<file path="config.mk">
export PLATFORM = sky130hd
export DESIGN_NAME = gyro_spi_slave_port
export DESIGN_NICKNAME = d
export VERILOG_FILES = /design/src/verilog/spi_port_pkg.sv /design/src/verilog/gyro_spi_slave_port.sv
export VERILOG_INCLUDE_DIRS = /design/src /design/src/verilog
export SDC_FILE = /design/constraint.sdc
export NUM_CORES = 1
export LEC_CHECK = 0
export BUFFER_PORTS_ARGS = -buffer_cell sky130_fd_sc_hd__buf_2
export CAP_MARGIN = 5
export CELL_PAD_IN_SITES_DETAIL_PLACEMENT = 1
export CELL_PAD_IN_SITES_GLOBAL_PLACEMENT = 1
export CORE_AREA = 2 2 103 105
export DETAILED_ROUTE_END_ITERATION = 7
export DIE_AREA = 0 0 105 107
export PLACE_DENSITY = 0.78
export SYNTH_ARGS = -nofsm -noshare
export SYNTH_HDL_FRONTEND = slang
export SYNTH_SLANG_ARGS = --single-unit
</file>
<file path="constraint.sdc">
create_clock -name core_clk -period 5.45 [get_ports core_clk]
set_clock_uncertainty 0.2 [all_clocks]
set_input_delay 1.09 -clock core_clk [delete_from_list [all_inputs] [get_ports core_clk]]
set_output_delay 1.09 -clock core_clk [all_outputs]
set_load 0.005 [all_outputs]
</file>
<file path="src/verilog/spi_port_map.svh">
`ifndef SPI_PORT_MAP_SVH
`define SPI_PORT_MAP_SVH

// Bits in one serial frame.
`define FRAME_BITS 16
// Width of a register byte address.
`define ADDR_BITS 7
// Position of the write flag in the command word.
`define CMD_WRITE_BIT 15
// Position of the address field in the command word.
`define CMD_ADDR_LSB 8
// Reset value of the output shift register.
`define TX_RESET 16'h0000
// Least chip-select high time between frames, in nanoseconds.
`define STALL_NORMAL_NS 9000
`define STALL_LOWPWR_NS 12000
// Core clock period in nanoseconds.
`define CORE_PERIOD_NS 40

`endif

</file>
<file path="src/verilog/spi_port_pkg.sv">
package spi_port_pkg;
  // Kind of frame that just completed.
  typedef enum logic [1:0] {
    FRAME_NONE,
    FRAME_READ,
    FRAME_WRITE
  } frame_kind_t;
endpackage : spi_port_pkg

</file>
<file path="src/verilog/gyro_spi_slave_port.sv">
`timescale 1ns/1ps
`include "spi_port_map.svh"
module gyro_spi_slave_port #(
  parameter int FRAME_BITS = `FRAME_BITS
) (
  // Clock, reset and enable.
  input wire logic core_clk,
  input wire logic reset,
  input wire logic clk_en,
  // Serial pins from the master.
  input wire logic sclk,
  input wire logic cs_n,
  input wire logic din,
  // Serial output pin and its active-low output enable.
  output logic dout,
  output logic dout_oe_n,
  // Register side: read request and returned word.
  output logic [`ADDR_BITS-1:0] rd_addr,
  output logic rd_req,
  input wire logic [15:0] rd_data,
  // Register side: one-byte write.
  output logic [`ADDR_BITS-1:0] wr_addr,
  output logic [7:0] wr_data,
  output logic wr_strobe,
  // Master breaking the least stall time.
  input wire logic low_power_mode,
  output logic stall_violation
);
  import spi_port_pkg::*;

  // ---------------------------------------------------------------
  // Constants
  // ---------------------------------------------------------------
  // Least stall counts, rounded up to whole core cycles.
  localparam int STALL_N =
    (`STALL_NORMAL_NS + `CORE_PERIOD_NS - 1) / `CORE_PERIOD_NS;
  localparam int STALL_L =
    (`STALL_LOWPWR_NS + `CORE_PERIOD_NS - 1) / `CORE_PERIOD_NS;

  // Refuse a frame length the counter and shifters cannot serve.
  if (FRAME_BITS != 16) begin : g_bad_len
    $error("Frame length must be sixteen bits.");
  end

  // ---------------------------------------------------------------
  // State
  // ---------------------------------------------------------------
  // All state of the port in one record.
  typedef struct packed {
    logic [1:0] sclk_s;    // Serial clock synchroniser.
    logic [1:0] cs_s;      // Select synchroniser.
    logic [1:0] din_s;     // Input data synchroniser.
    logic sclk_d;          // Previous synchronised clock.
    logic cs_d;            // Previous synchronised select.
    logic [4:0] bit_cnt;   // Bits captured in this frame.
    logic [15:0] rx;       // Input shift register.
    logic [15:0] tx;       // Output shift register.
    logic [15:0] pend;     // Word to send in next frame.
    logic [`ADDR_BITS-1:0] rd_addr;
    logic rd_req;
    logic [`ADDR_BITS-1:0] wr_addr;
    logic [7:0] wr_data;
    logic wr_strobe;
    logic rd_wait;         // Read data due next cycle.
    logic [13:0] idle_cnt; // Core cycles with select high.
    logic viol;
    logic dout;
    logic oe_n;
  } state_t;

  state_t s;
  state_t next_s;
  frame_kind_t kind;

  // Classify a finished command word.
  function automatic frame_kind_t classify(input logic [15:0] w);
    return w[`CMD_WRITE_BIT] ? FRAME_WRITE : FRAME_READ;
  endfunction : classify

  // ---------------------------------------------------------------
  // Next state
  // ---------------------------------------------------------------
  // Synchronise pins, find clock edges, shift and decode frames.
  always_comb begin
    logic rise;
    logic fall;
    logic sel;
    logic [15:0] word;
    rise = 1'b0;
    fall = 1'b0;
    sel = 1'b0;
    word = 16'h0000;
    next_s = s;
    kind = FRAME_NONE;
    next_s.sclk_s = {s.sclk_s[0], sclk};
    next_s.cs_s = {s.cs_s[0], cs_n};
    next_s.din_s = {s.din_s[0], din};
    next_s.sclk_d = s.sclk_s[1];
    next_s.cs_d = s.cs_s[1];
    next_s.rd_req = 1'b0;
    next_s.wr_strobe = 1'b0;
    next_s.rd_wait = s.rd_req;
    sel = !s.cs_s[1];
    rise = sel && s.sclk_s[1] && !s.sclk_d;
    fall = sel && !s.sclk_s[1] && s.sclk_d;
    // Returned word is held for the next frame.
    if (s.rd_wait) begin
      next_s.pend = rd_data;
    end
    if (!sel) begin
      // Deselected: discard partial frame, float the output.
      next_s.bit_cnt = 5'd0;
      next_s.oe_n = 1'b1;
      if (s.idle_cnt != 14'h3fff) begin
        next_s.idle_cnt = s.idle_cnt + 14'd1;
      end
    end else begin
      if (s.cs_d) begin
        // Select just fell: present MSB before any clock edge.
        next_s.tx = s.pend;
        next_s.dout = s.pend[15];
        next_s.oe_n = 1'b0;
        if (int'(s.idle_cnt) <
            (low_power_mode ? STALL_L : STALL_N)) begin
          next_s.viol = 1'b1;
        end else begin
          next_s.viol = 1'b0;
        end
        next_s.idle_cnt = 14'd0;
      end
      // The first fall of a frame keeps the MSB that select put out, so
      // the master still finds it at the first rise; later falls shift.
      if (fall && !s.cs_d && s.bit_cnt != 5'd0) begin
        next_s.tx = {s.tx[14:0], 1'b0};
        next_s.dout = s.tx[14];
      end
      if (rise) begin
        word = {s.rx[14:0], s.din_s[1]};
        next_s.rx = word;
        if (s.bit_cnt == 5'(FRAME_BITS - 1)) begin
          next_s.bit_cnt = 5'd0;
          kind = classify(word);
          next_s.rd_addr = word[`CMD_ADDR_LSB +: `ADDR_BITS];
          if (kind == FRAME_WRITE) begin
            next_s.wr_addr = word[`CMD_ADDR_LSB +: `ADDR_BITS];
            next_s.wr_data = word[7:0];
            next_s.wr_strobe = 1'b1;
          end else begin
            next_s.rd_req = 1'b1;
          end
        end else begin
          next_s.bit_cnt = s.bit_cnt + 5'd1;
        end
      end
    end
  end

  // ---------------------------------------------------------------
  // Registers
  // ---------------------------------------------------------------
  // Synchronous reset; the enable freezes every flip-flop.
  always_ff @(posedge core_clk) begin
    if (reset) begin
      s <= '0;
      s.sclk_s <= 2'b11;
      s.cs_s <= 2'b11;
      s.sclk_d <= 1'b1;
      s.cs_d <= 1'b1;
      s.tx <= `TX_RESET;
      s.pend <= `TX_RESET;
      s.oe_n <= 1'b1;
      s.idle_cnt <= 14'h3fff;
    end else if (clk_en) begin
      s <= next_s;
    end
  end

  // Outputs straight from the record.
  assign dout = s.dout;
  assign dout_oe_n = s.oe_n;
  assign rd_addr = s.rd_addr;
  assign rd_req = s.rd_req;
  assign wr_addr = s.wr_addr;
  assign wr_data = s.wr_data;
  assign wr_strobe = s.wr_strobe;
  assign stall_violation = s.viol;
endmodule : gyro_spi_slave_port

</file>
==> results of run 1 <==
==> worst max path at each step <==
stage,to,cells after the start
after global placement,rd_addr[3]$_SDFFE_PP0P_,6
after CTS,rd_addr[3]$_SDFFE_PP0P_,6
after global routing,rd_addr[3]$_SDFFE_PP0P_,6
after floorplan,rd_addr[3]$_SDFFE_PP0P_,7
final,rd_addr[3]$_SDFFE_PP0P_,6
after detailed placement,rd_addr[3]$_SDFFE_PP0P_,6
==> cell type report <==
type,instances,area (um^2),share of cell area
Clock inverter,6,62.6,0.0129
Multi-Input combinational cell,357,2190,0.450
Clock buffer,9,124,0.0254
Tap cell,136,170,0.0350
Inverter,6,22.5,0.00463
Timing Repair Buffer,53,275,0.0565
Sequential cell,101,2020,0.415
==> placed cells by master, fill, tap and decap left out, drive strengths merged, types with 3 or more instances in the layout <==
master and count:
a211o 3, a211oi 15, a21oi 68, a221o 6
and2 4, and3 4, and4 3, buf 53
clkbuf 9, clkinv 3, dfxtp 101, ha 8
inv 8, mux2i 29, nand2 96, nand3 27
nand4 6, nor2 25, nor2b 4, nor3 3
nor4 4, o21ai 13, o31ai 4, or4 3
or4b 3
==> tightest hold or removal path, cell delays in order, from the launching register on <==
cell                      delay [ns]
sky130_fd_sc_hd__dfxtp_1        0.32
sky130_fd_sc_hd__nand2_1        0.05
sky130_fd_sc_hd__nand2_1        0.05
==> routing by layer <==
layer  part of all wire  vias to the layer above  GRT usage
li1                   -                     1831          -
met1               0.44                     1802      0.227
met2               0.52                       54      0.366
met3              0.033                        8     0.0438
met4             0.0098                        0     0.0610
met5                  0                        -          0
==> metrics by stage <==
stage	total power, W	hold slack (ns)	instance area (um^2)
floorplan	0.000899	0.232	4590
global placement	0.000932	0.229	4680
detailed placement	0.000938	0.240	4680
CTS	0.00140	0.254	4870
global route	0.00145	0.271	4870
finish	0.00139	0.254	4870
==> kinds of logic (layout without fill, tap and decap cells) <==
group / count (synthesis) / after routing
buf+inv: 68 / 74
mux: 30 / 30
flops: 101 / 101
compound gates: 124 / 124
fa+ha+maj: 8 / 8
simple gates: 195 / 195
==> flip-flops by register name, indices dropped and copies added, names as in the netlist <==
| register | count |
|---|---|
| rd_req | 1 |
| dout_oe_n | 1 |
| rd_addr | 7 |
| wr_strobe | 1 |
| dout | 1 |
| wr_data | 8 |
| wr_addr | 7 |
| s | 69 |
| next_s | 5 |
| stall_violation | 1 |
==> report_power, final <==
group          leakage, nW  switching [W]  total [W]  internal [W]
clock network       0.0996       0.000258   0.000469      0.000211
logic                0.835      0.0000820   0.000138     0.0000565
registers            0.819      0.0000279   0.000784      0.000756
total                 1.75       0.000368    0.00139       0.00102
==> flow_summary_export.csv, run 1 <==
group,metric,value,unit
min_path,hp-class,"reg -> reg",
timing,timing.final.crit_share,0.587,
clock_tree,holdBufCountCts,0,
critical_path,worst_setup_path_end_kind,"register",
critical_path,worstPathMaxFanout,25,
cells_and_area,fin_cells,668,
synth,synthesis.instances,526,
clock_tree,clkTransAtPathRegs,0.10,ns
route,dr.pass1.iters,4,
timing,drv_slew,0,
synth,combinational_family_with_the_most_area_after_synthesis,"simple AND/OR/NAND/NOR gates",
critical_path,cp_cell_sequence,"buf_2 -> nor4bb_2 -> buf_4 -> and2_1 -> mux2i_1 -> nor2_1",
timing,finalSetupTns,0,ns
die,width_of_the_die,105,um
critical_path,timing.critical_path.max_delay_family,"simple AND/OR/NAND/NOR gates",
synth,post_synth_main_area_contributors,"sky130_fd_sc_hd__dfxtp_1 44%, sky130_fd_sc_hd__nand2_1 7.9%, sky130_fd_sc_hd__a21oi_1 7.4%",
timing,setup_slack,2.25,ns
die,initial_utilization,0.455,
critical_path,path_buf_inv,2,
route,drt_drc_violations_left,0,
timing,min_cycle_time_layout,3.20,ns
route,wl_per_cell,16.5,um
global_route,grt_antenna_before_repair,0,
die,core_area,10100,um^2
die,die_area,11200,um^2
clock_tree,tritoncts,"done",
min_path,hold_wc_startpoint,"dout_oe_n$_SDFFE_PP1P_",
clock_tree,cts-root-to-sink-buffers,2,
synth,synth_most_common_cell,"sky130_fd_sc_hd__dfxtp_1",
global_route,grt_pass1_wl,17900,um
cells_and_area,final_core_util,0.482,
synth,synth_simple_gate_area_frac,0.210,
synth,synth.mux.area_fraction,0.0657,
clock_tree,clock_latency,0.37,ns
cells_and_area,layout.nets,559,
synth,synth_top_cells_by_count,"101 x sky130_fd_sc_hd__dfxtp_1, 96 x sky130_fd_sc_hd__nand2_1, 68 x sky130_fd_sc_hd__a21oi_1",
global_route,first_global_vias,3793,
die,floorplan.io_pins,50,
timing,timing_hold_violations_final,0,
cells_and_area,area_growth_syn_to_layout,6.14,%
place,dp_slack,1.85,ns
clock_tree,clkSinkCount,101,
synth,yosys.area_share.xor_xnor,0,
min_path,min_path_cells,2,
die,die_y,107,um
synth,postSynthRegisterBits,101,
critical_path,worstReg2RegEnd,"s[61]$_SDFFE_PP0P_",
synth,unique_masters_post_synth,58,
clock_tree,number_of_gates_resized_after_cts,0,
route,vias_per_cell,5.53,
synth,synth_fa_ha_area_frac,0.0218,
timing,maximum_clock_rate,313,MHz
timing,max_slew_headroom,0.319,
critical_path,rr_startpoint,"next_s[95]$_SDFFE_PP1P_",
place,placed_cells,653,
critical_path,timing.critical_path.from_type,"input port",
critical_path,slowest_cell_on_the_critical_path,"sky130_fd_sc_hd__and2_1",
critical_path,ff2ff_setup_slack,2.71,ns
clock_tree,clock_tree.root_cell,"sky130_fd_sc_hd__clkbuf_8",
timing,setup_viol_count_final,0,
synth,synth.cell_area,4590,um^2
timing,rsz0062_at_grt,"no",
synth,async_flop_share,0,
synth,synth_top_cell_area_share,0.441,
synth,synthFlopType,"sky130_fd_sc_hd__dfxtp_1",
clock_tree,htree_num_levels,3,
critical_path,arrival,3.22,ns
synth,synth_compound_area_frac,0.179,
place,placement.io_buffers,49,
clock_tree,cts_inserted_buffers,9,
route,antenna_left,0,
synth,syn-num-nets,557,
die,placement_rows,37,
route,route.final.wire_length,11000,um
global_route,grtUsageTotal,0.198,
global_route,maximum_number_of_pins_on_one_net_before_global_route_repair,55,
route,detailedRoute.firstIterationViolations,116,
pwr,power_density,286,nW/um^2
critical_path,worst-setup-path-type,"in -> reg",
place,gpl.final_weighted_congestion,0.853,
cells_and_area,n_antenna_cell,0,
critical_path,critical_path.startpoint,"clk_en",
timing,tightest_slew,1.02,ns
global_route,grt_overflow,0,
flow_run,maxCapViolCount,0,
route,vias,3695,
synth,yosysTopAreaCell,"sky130_fd_sc_hd__dfxtp_1",
synth,number_of_synthesized_flops_with_an_enable_pin,0,
clock_tree,postCtsSetupRepairBufs,0,
synth,synth-warning-count,0,
cells_and_area,fill_cells,1229,
pwr,vdd_ir_drop_max,0.000188,V
run_status,run_status,"complete, no violations",
synth,postSynthAreaPerCell,8.72,um^2
min_path,holdPathEnd,"dout_oe_n$_SDFFE_PP1P_",
critical_path,depth_of_the_worst_register_to_register_path,4,
pwr,power_leakage,1.75,nW
synth,synth_seq_area_share,0.441,
cells_and_area,drive_above_1_share,0.167,
critical_path,required,5.47,ns
place,hpwl,7310,um
critical_path,cpPeakStageDelay,0.83,ns
No activity file was read; power rests on OpenSTA's default activity.
==> run 2: changes to the inputs <==
- CORE_AREA: 2 2 103 105 -> 2 2 111 113
- DIE_AREA: 0 0 105 107 -> 0 0 113 115
- PLACE_DENSITY: 0.78 -> 0.71
- clock period: 5.45 -> 2.7 ns (I/O delays scaled with it)
==> flow_summary_export.csv, run 2 (synthesized netlist as in run 1, its figures left out) <==
group,metric,value,unit
run_status,run_status,"finished with violations",
run_status,violations_in_the_final_reports,"DRC",
pwr,vdd_ir_drop_max,0.000338,V
die,floorplan.io_pins,50,
timing,tightest_slew,0.654,ns
critical_path,critical_path.startpoint,"s[3]$_SDFFE_PP1P_",
route,antenna_left,0,
min_path,min_path_cells,3,
min_path,holdPathEnd,"next_s[100]$_SDFFE_PP1P_",
die,core_area,11800,um^2
critical_path,required,2.79,ns
cells_and_area,multiInputGateArea,2190,um^2
global_route,first_global_vias,3807,
clock_tree,clkSinkCount,101,
die,placement_rows,40,
clock_tree,holdBufCountCts,0,
route,vias_per_cell,5.37,
clock_tree,clock_tree.root_cell,"sky130_fd_sc_hd__clkbuf_16",
cells_and_area,layout.cells.most_common_list,"101 x sky130_fd_sc_hd__dfxtp_1, 96 x sky130_fd_sc_hd__nand2_1, 68 x sky130_fd_sc_hd__a21oi_1",
timing,max_slew_headroom,0.559,
critical_path,path_buf_inv,1,
timing,finalSetupTns,0,ns
cells_and_area,drive_above_1_share,0.187,
cells_and_area,layout_commonest_cell,"sky130_fd_sc_hd__dfxtp_1",
route,wl_per_cell,16.3,um
place,placed_cells,677,
clock_tree,cts-root-to-sink-buffers,2,
critical_path,timing.critical_path.max_delay_family,"simple AND/OR/NAND/NOR gates",
cells_and_area,final-seq-area,2020,um^2
route,drt_drc_violations_left,4,
place,gpl.final_weighted_congestion,0.836,
timing,maximum_clock_rate,453,MHz
timing,drv_slew,0,
flow_run,maxCapViolCount,0,
critical_path,timing.critical_path.from_type,"register",
global_route,grt_overflow,0,
clock_tree,number_of_gates_resized_after_cts,0,
clock_tree,tritoncts,"done",
route,dr.pass1.iters,6,
critical_path,cpPeakStageDelay,0.54,ns
critical_path,arrival,2.30,ns
clock_tree,cts_inserted_buffers,9,
clock_tree,clock_latency,0.35,ns
critical_path,worstPathMaxFanout,6,
timing,timing.final.crit_share,0.818,
critical_path,depth_of_the_worst_register_to_register_path,6,
place,placement.io_buffers,49,
cells_and_area,area_growth_syn_to_layout,11.2,%
min_path,hp-class,"in -> reg",
clock_tree,postCtsSetupRepairBufs,0,
critical_path,rr_startpoint,"s[3]$_SDFFE_PP1P_",
pwr,power_density,623,nW/um^2
timing,setup_viol_count_final,0,
critical_path,ff2ff_setup_slack,0.49,ns
timing,timing_hold_violations_final,0,
cells_and_area,fin_cells,694,
min_path,hold_wc_startpoint,"cs_n",
critical_path,worst_setup_path_end_kind,"register",
timing,min_cycle_time_layout,2.21,ns
clock_tree,htree_num_levels,3,
global_route,grtUsageTotal,0.183,
cells_and_area,fill_cells,1406,
pwr,power_leakage,1.87,nW
die,width_of_the_die,113,um
critical_path,worst-setup-path-type,"reg -> reg",
cells_and_area,registers.top_by_ff_count,"s",
die,die_area,13000,um^2
global_route,grt_pass1_wl,19100,um
critical_path,slowest_cell_on_the_critical_path,"sky130_fd_sc_hd__nor4_2",
place,hpwl,7680,um
global_route,grt_antenna_before_repair,0,
pwr,power,0.00318,W
critical_path,worstReg2RegEnd,"s[14]$_SDFFE_PP1P_",
route,detailedRoute.firstIterationViolations,181,
critical_path,worstSetupPathDepth,6,
route,route.final.wire_length,11300,um
cells_and_area,flip_flop_count_of_the_largest_register_after_layout,69,
route,vias,3725,
die,initial_utilization,0.388,
cells_and_area,layout.nets,572,
timing,rsz0062_at_grt,"no",
global_route,maximum_number_of_pins_on_one_net_before_global_route_repair,86,
die,die_y,115,um
critical_path,cp_cell_sequence,"ha_1 -> nand4_1 -> nor4_2 -> buf_4 -> or3_1 -> o32a_1",
clock_tree,clkTransAtPathRegs,0.07,ns
-- run 2: cell count changes in the layout (fill, tap and decap cells not counted) --
cell / delta
sky130_fd_sc_hd__buf_12: +1
sky130_fd_sc_hd__buf_4: +12
sky130_fd_sc_hd__clkbuf_1: +1
sky130_fd_sc_hd__clkbuf_16: +9
sky130_fd_sc_hd__clkbuf_8: -8
sky130_fd_sc_hd__clkinv_2: +1
sky130_fd_sc_hd__diode_2: +1
sky130_fd_sc_hd__inv_6: -2
-- run 2: worst max-delay path by stage --
stage / slack, ns / end
after global placement: 0.55 / s[61]$_SDFFE_PP0P_
after detailed placement: 0.51 / s[61]$_SDFFE_PP0P_
final: 0.49 / s[14]$_SDFFE_PP1P_
after CTS: 0.50 / s[14]$_SDFFE_PP1P_
after floorplan: 0.73 / s[11]$_SDFFE_PP1P_
after global routing: 0.31 / s[14]$_SDFFE_PP1P_
-- run 2: report_power, final --
| part | switching (W) | total [W] | internal (W) | leakage, nW |
|---|---|---|---|---|
| registers | 0.0000528 | 0.00158 | 0.00153 | 0.819 |
| clock network | 0.000556 | 0.00129 | 0.000737 | 0.149 |
| logic | 0.000181 | 0.000305 | 0.000125 | 0.902 |
| total | 0.000790 | 0.00318 | 0.00239 | 1.87 |
-- run 2: area by class of cell --
cell class                      count  area share
Timing Repair Buffer               66      0.0755
Tap cell                          147      0.0361
Sequential cell                   101       0.396
Multi-Input combinational cell    357       0.430
Clock inverter                      5     0.00981
Antenna cell                        1    0.000491
Clock buffer                       11      0.0476
Inverter                            6     0.00442
-- run 2: per-stage QoR --
stage | utilization | hold WS, ns | instance area [um^2] | setup WS, ns
after global placement | 0.407 | 0.234 | 4810 | 0.552
after detailed placement | 0.407 | 0.248 | 4810 | 0.511
after CTS | 0.432 | 0.201 | 5100 | 0.504
after floorplan | - | 0.232 | 4590 | 0.728
after global routing | 0.432 | 0.205 | 5100 | 0.314
final | 0.432 | 0.212 | 5100 | 0.490
-- run 2: worst min-delay path: stages --
cell and delay [ns]:
sky130_fd_sc_hd__buf_2 0.08, sky130_fd_sc_hd__mux2i_1 0.06, sky130_fd_sc_hd__nand2_1 0.06
-- run 2: per-layer routing --
layer / GRT usage / vias up / wire [um]
met5: 0 / - / 0
met4: 0.0504 / 0 / 117
met3: 0.0543 / 9 / 462
met2: 0.308 / 54 / 5520
met1: 0.230 / 1806 / 5210
li1: - / 1856 / -
==> run 3: changes to the inputs <==
- CORE_AREA: 2 2 111 113 -> 2 2 106 108
- DIE_AREA: 0 0 113 115 -> 0 0 108 110
- PLACE_DENSITY: 0.71 -> 0.74
- clock period: 2.7 -> 2.27 ns (I/O delays scaled with it)
==> flow_summary_export.csv, run 3 (synthesized netlist as in run 1, its figures left out) <==
group,metric,value,unit
die,die_y,110,um
clock_tree,clock_latency,0.37,ns
timing,finalSetupTns,0,ns
critical_path,timing.critical_path.from_type,"register",
critical_path,path_buf_inv,0,
run_status,run_status,"complete, no violations",
route,detailedRoute.firstIterationViolations,117,
cells_and_area,fill_cells,1293,
cells_and_area,drive_above_1_share,0.197,
cells_and_area,layout_commonest_cell,"sky130_fd_sc_hd__dfxtp_1",
route,wl_per_cell,16.0,um
critical_path,rr_startpoint,"s[3]$_SDFFE_PP1P_",
route,drt_drc_violations_left,0,
place,placement.io_buffers,49,
die,core_area,10700,um^2
clock_tree,clock_tree.root_cell,"sky130_fd_sc_hd__clkbuf_8",
global_route,globalRouteMet1Util,0.253,
pwr,power_leakage,1.86,nW
route,dr.pass1.iters,4,
timing,max_slew_headroom,0.563,
cells_and_area,registers.top_by_ff_count,"s",
die,placement_rows,38,
cells_and_area,final_core_util,0.476,
critical_path,required,2.34,ns
clock_tree,clkTransAtPathRegs,0.10,ns
timing,setup_viol_count_final,0,
timing,rsz0062_at_grt,"no",
critical_path,cpPeakStageDelay,0.43,ns
clock_tree,cts-root-to-sink-buffers,2,
place,gpl.final_weighted_congestion,0.813,
route,vias_per_cell,5.47,
global_route,maximum_number_of_pins_on_one_net_before_global_route_repair,61,
clock_tree,clkSinkCount,101,
pwr,power,0.00354,W
timing,timing.final.crit_share,0.940,
min_path,hp-class,"in -> reg",
critical_path,slowest_cell_on_the_critical_path,"sky130_fd_sc_hd__dfxtp_1",
cells_and_area,layout.nets,579,
flow_run,maxCapViolCount,0,
timing,drv_slew,0,
critical_path,timing.critical_path.max_delay_family,"simple AND/OR/NAND/NOR gates",
min_path,hold_wc_startpoint,"rd_data[5]",
timing,timing_hold_violations_final,0,
critical_path,cp_cell_sequence,"ha_1 -> nand4_1 -> nor4_4 -> nor2_1 -> a221o_1",
route,vias,3789,
global_route,grtUsageTotal,0.197,
global_route,first_global_vias,3798,
timing,setup_slack,0.137,ns
clock_tree,tritoncts,"done",
die,initial_utilization,0.429,
critical_path,worst_setup_path_end_kind,"register",
timing,maximum_clock_rate,469,MHz
global_route,grt.met2_usage,0.329,
global_route,grt_antenna_before_repair,0,
place,hpwl,7660,um
clock_tree,htree_num_levels,3,
critical_path,critical_path.startpoint,"s[3]$_SDFFE_PP1P_",
timing,tightest_slew,0.655,ns
place,dp_slack,0.113,ns
timing,finalHoldWorstSlack,0.104,ns
route,antenna_left,0,
cells_and_area,flip_flop_count_of_the_largest_register_after_layout,69,
die,floorplan.io_pins,50,
critical_path,worstPathMaxFanout,6,
global_route,grt_pass1_wl,18500,um
critical_path,arrival,2.20,ns
cells_and_area,layout.cells.most_common_list,"101 x sky130_fd_sc_hd__dfxtp_1, 96 x sky130_fd_sc_hd__nand2_1, 68 x sky130_fd_sc_hd__a21oi_1",
pwr,power_density,694,nW/um^2
global_route,grt-busiest-layer,"met2",
clock_tree,cts_inserted_buffers,9,
die,width_of_the_die,108,um
route,route.final.wire_length,11100,um
cells_and_area,area_growth_syn_to_layout,11.1,%
timing,min_cycle_time_layout,2.13,ns
die,die_area,11900,um^2
cells_and_area,n_antenna_cell,0,
global_route,grt_overflow,0,
clock_tree,holdBufCountCts,0,
critical_path,worst-setup-path-type,"reg -> reg",
pwr,vdd_ir_drop_max,0.000315,V
global_route,groute.layer.met3.usage,0.0388,
run 3: cell types whose count changed in the layout (fill, tap and decap cells not counted), moves of 2 or more:
cell and change:
sky130_fd_sc_hd__clkbuf_16 -9, sky130_fd_sc_hd__clkbuf_8 +9, sky130_fd_sc_hd__buf_4 +6, sky130_fd_sc_hd__clkinv_2 -4, sky130_fd_sc_hd__clkinvlp_4 +2
run 3: through the flow:
stage / cells / area (um^2)
global placement: 677 / 4860
detailed placement: 677 / 4860
floorplan: 526 / 4590
CTS: 693 / 5090
finish: 693 / 5100
global route: 693 / 5100
run 3: timing repair:
action	4_1_cts	5_1_grt
gates resized for setup	0	1
setup buffers	0	0
endpoints found under the setup margin	0	3
run 3: layer usage:
layer,up-vias,part of all wire
met5,-,0
met4,0,0.019
met3,15,0.029
met2,47,0.50
met1,1857,0.46
li1,1870,-
run 3: worst paths after layout:
path                                  end  cells past startpoint  slack (ns)
setup reg to reg        s[6]$_SDFFE_PP1P_                      5        0.14
hold reg to reg   wr_addr[1]$_SDFFE_PP0P_                      2        0.26
setup / recovery        s[6]$_SDFFE_PP1P_                      5        0.14
hold / removal         s[47]$_SDFFE_PP0P_                      3        0.10
run 3: power breakdown:
group          switching (W)  internal, W
Sequential         0.0000623      0.00182
Combinational       0.000222     0.000153
Clock               0.000631     0.000653
run 3: cell type report:
| type | instances | area [um^2] | share of cell area |
|---|---|---|---|
| Multi-Input combinational cell | 357 | 2200 | 0.432 |
| Sequential cell | 101 | 2020 | 0.397 |
| Timing Repair Buffer | 73 | 450 | 0.0884 |
| Tap cell | 140 | 175 | 0.0344 |
| Clock buffer | 11 | 141 | 0.0277 |
| Clock inverter | 5 | 83.8 | 0.0164 |
| Inverter | 6 | 22.5 | 0.00442 |
run 3: tightest hold or removal path: cells and delay by family:
| kind | cells | cell delay (ns) |
|---|---|---|
| buf+inv | 1 | 0.09 |
| simple gates | 1 | 0.05 |
| compound gates | 1 | 0.05 |
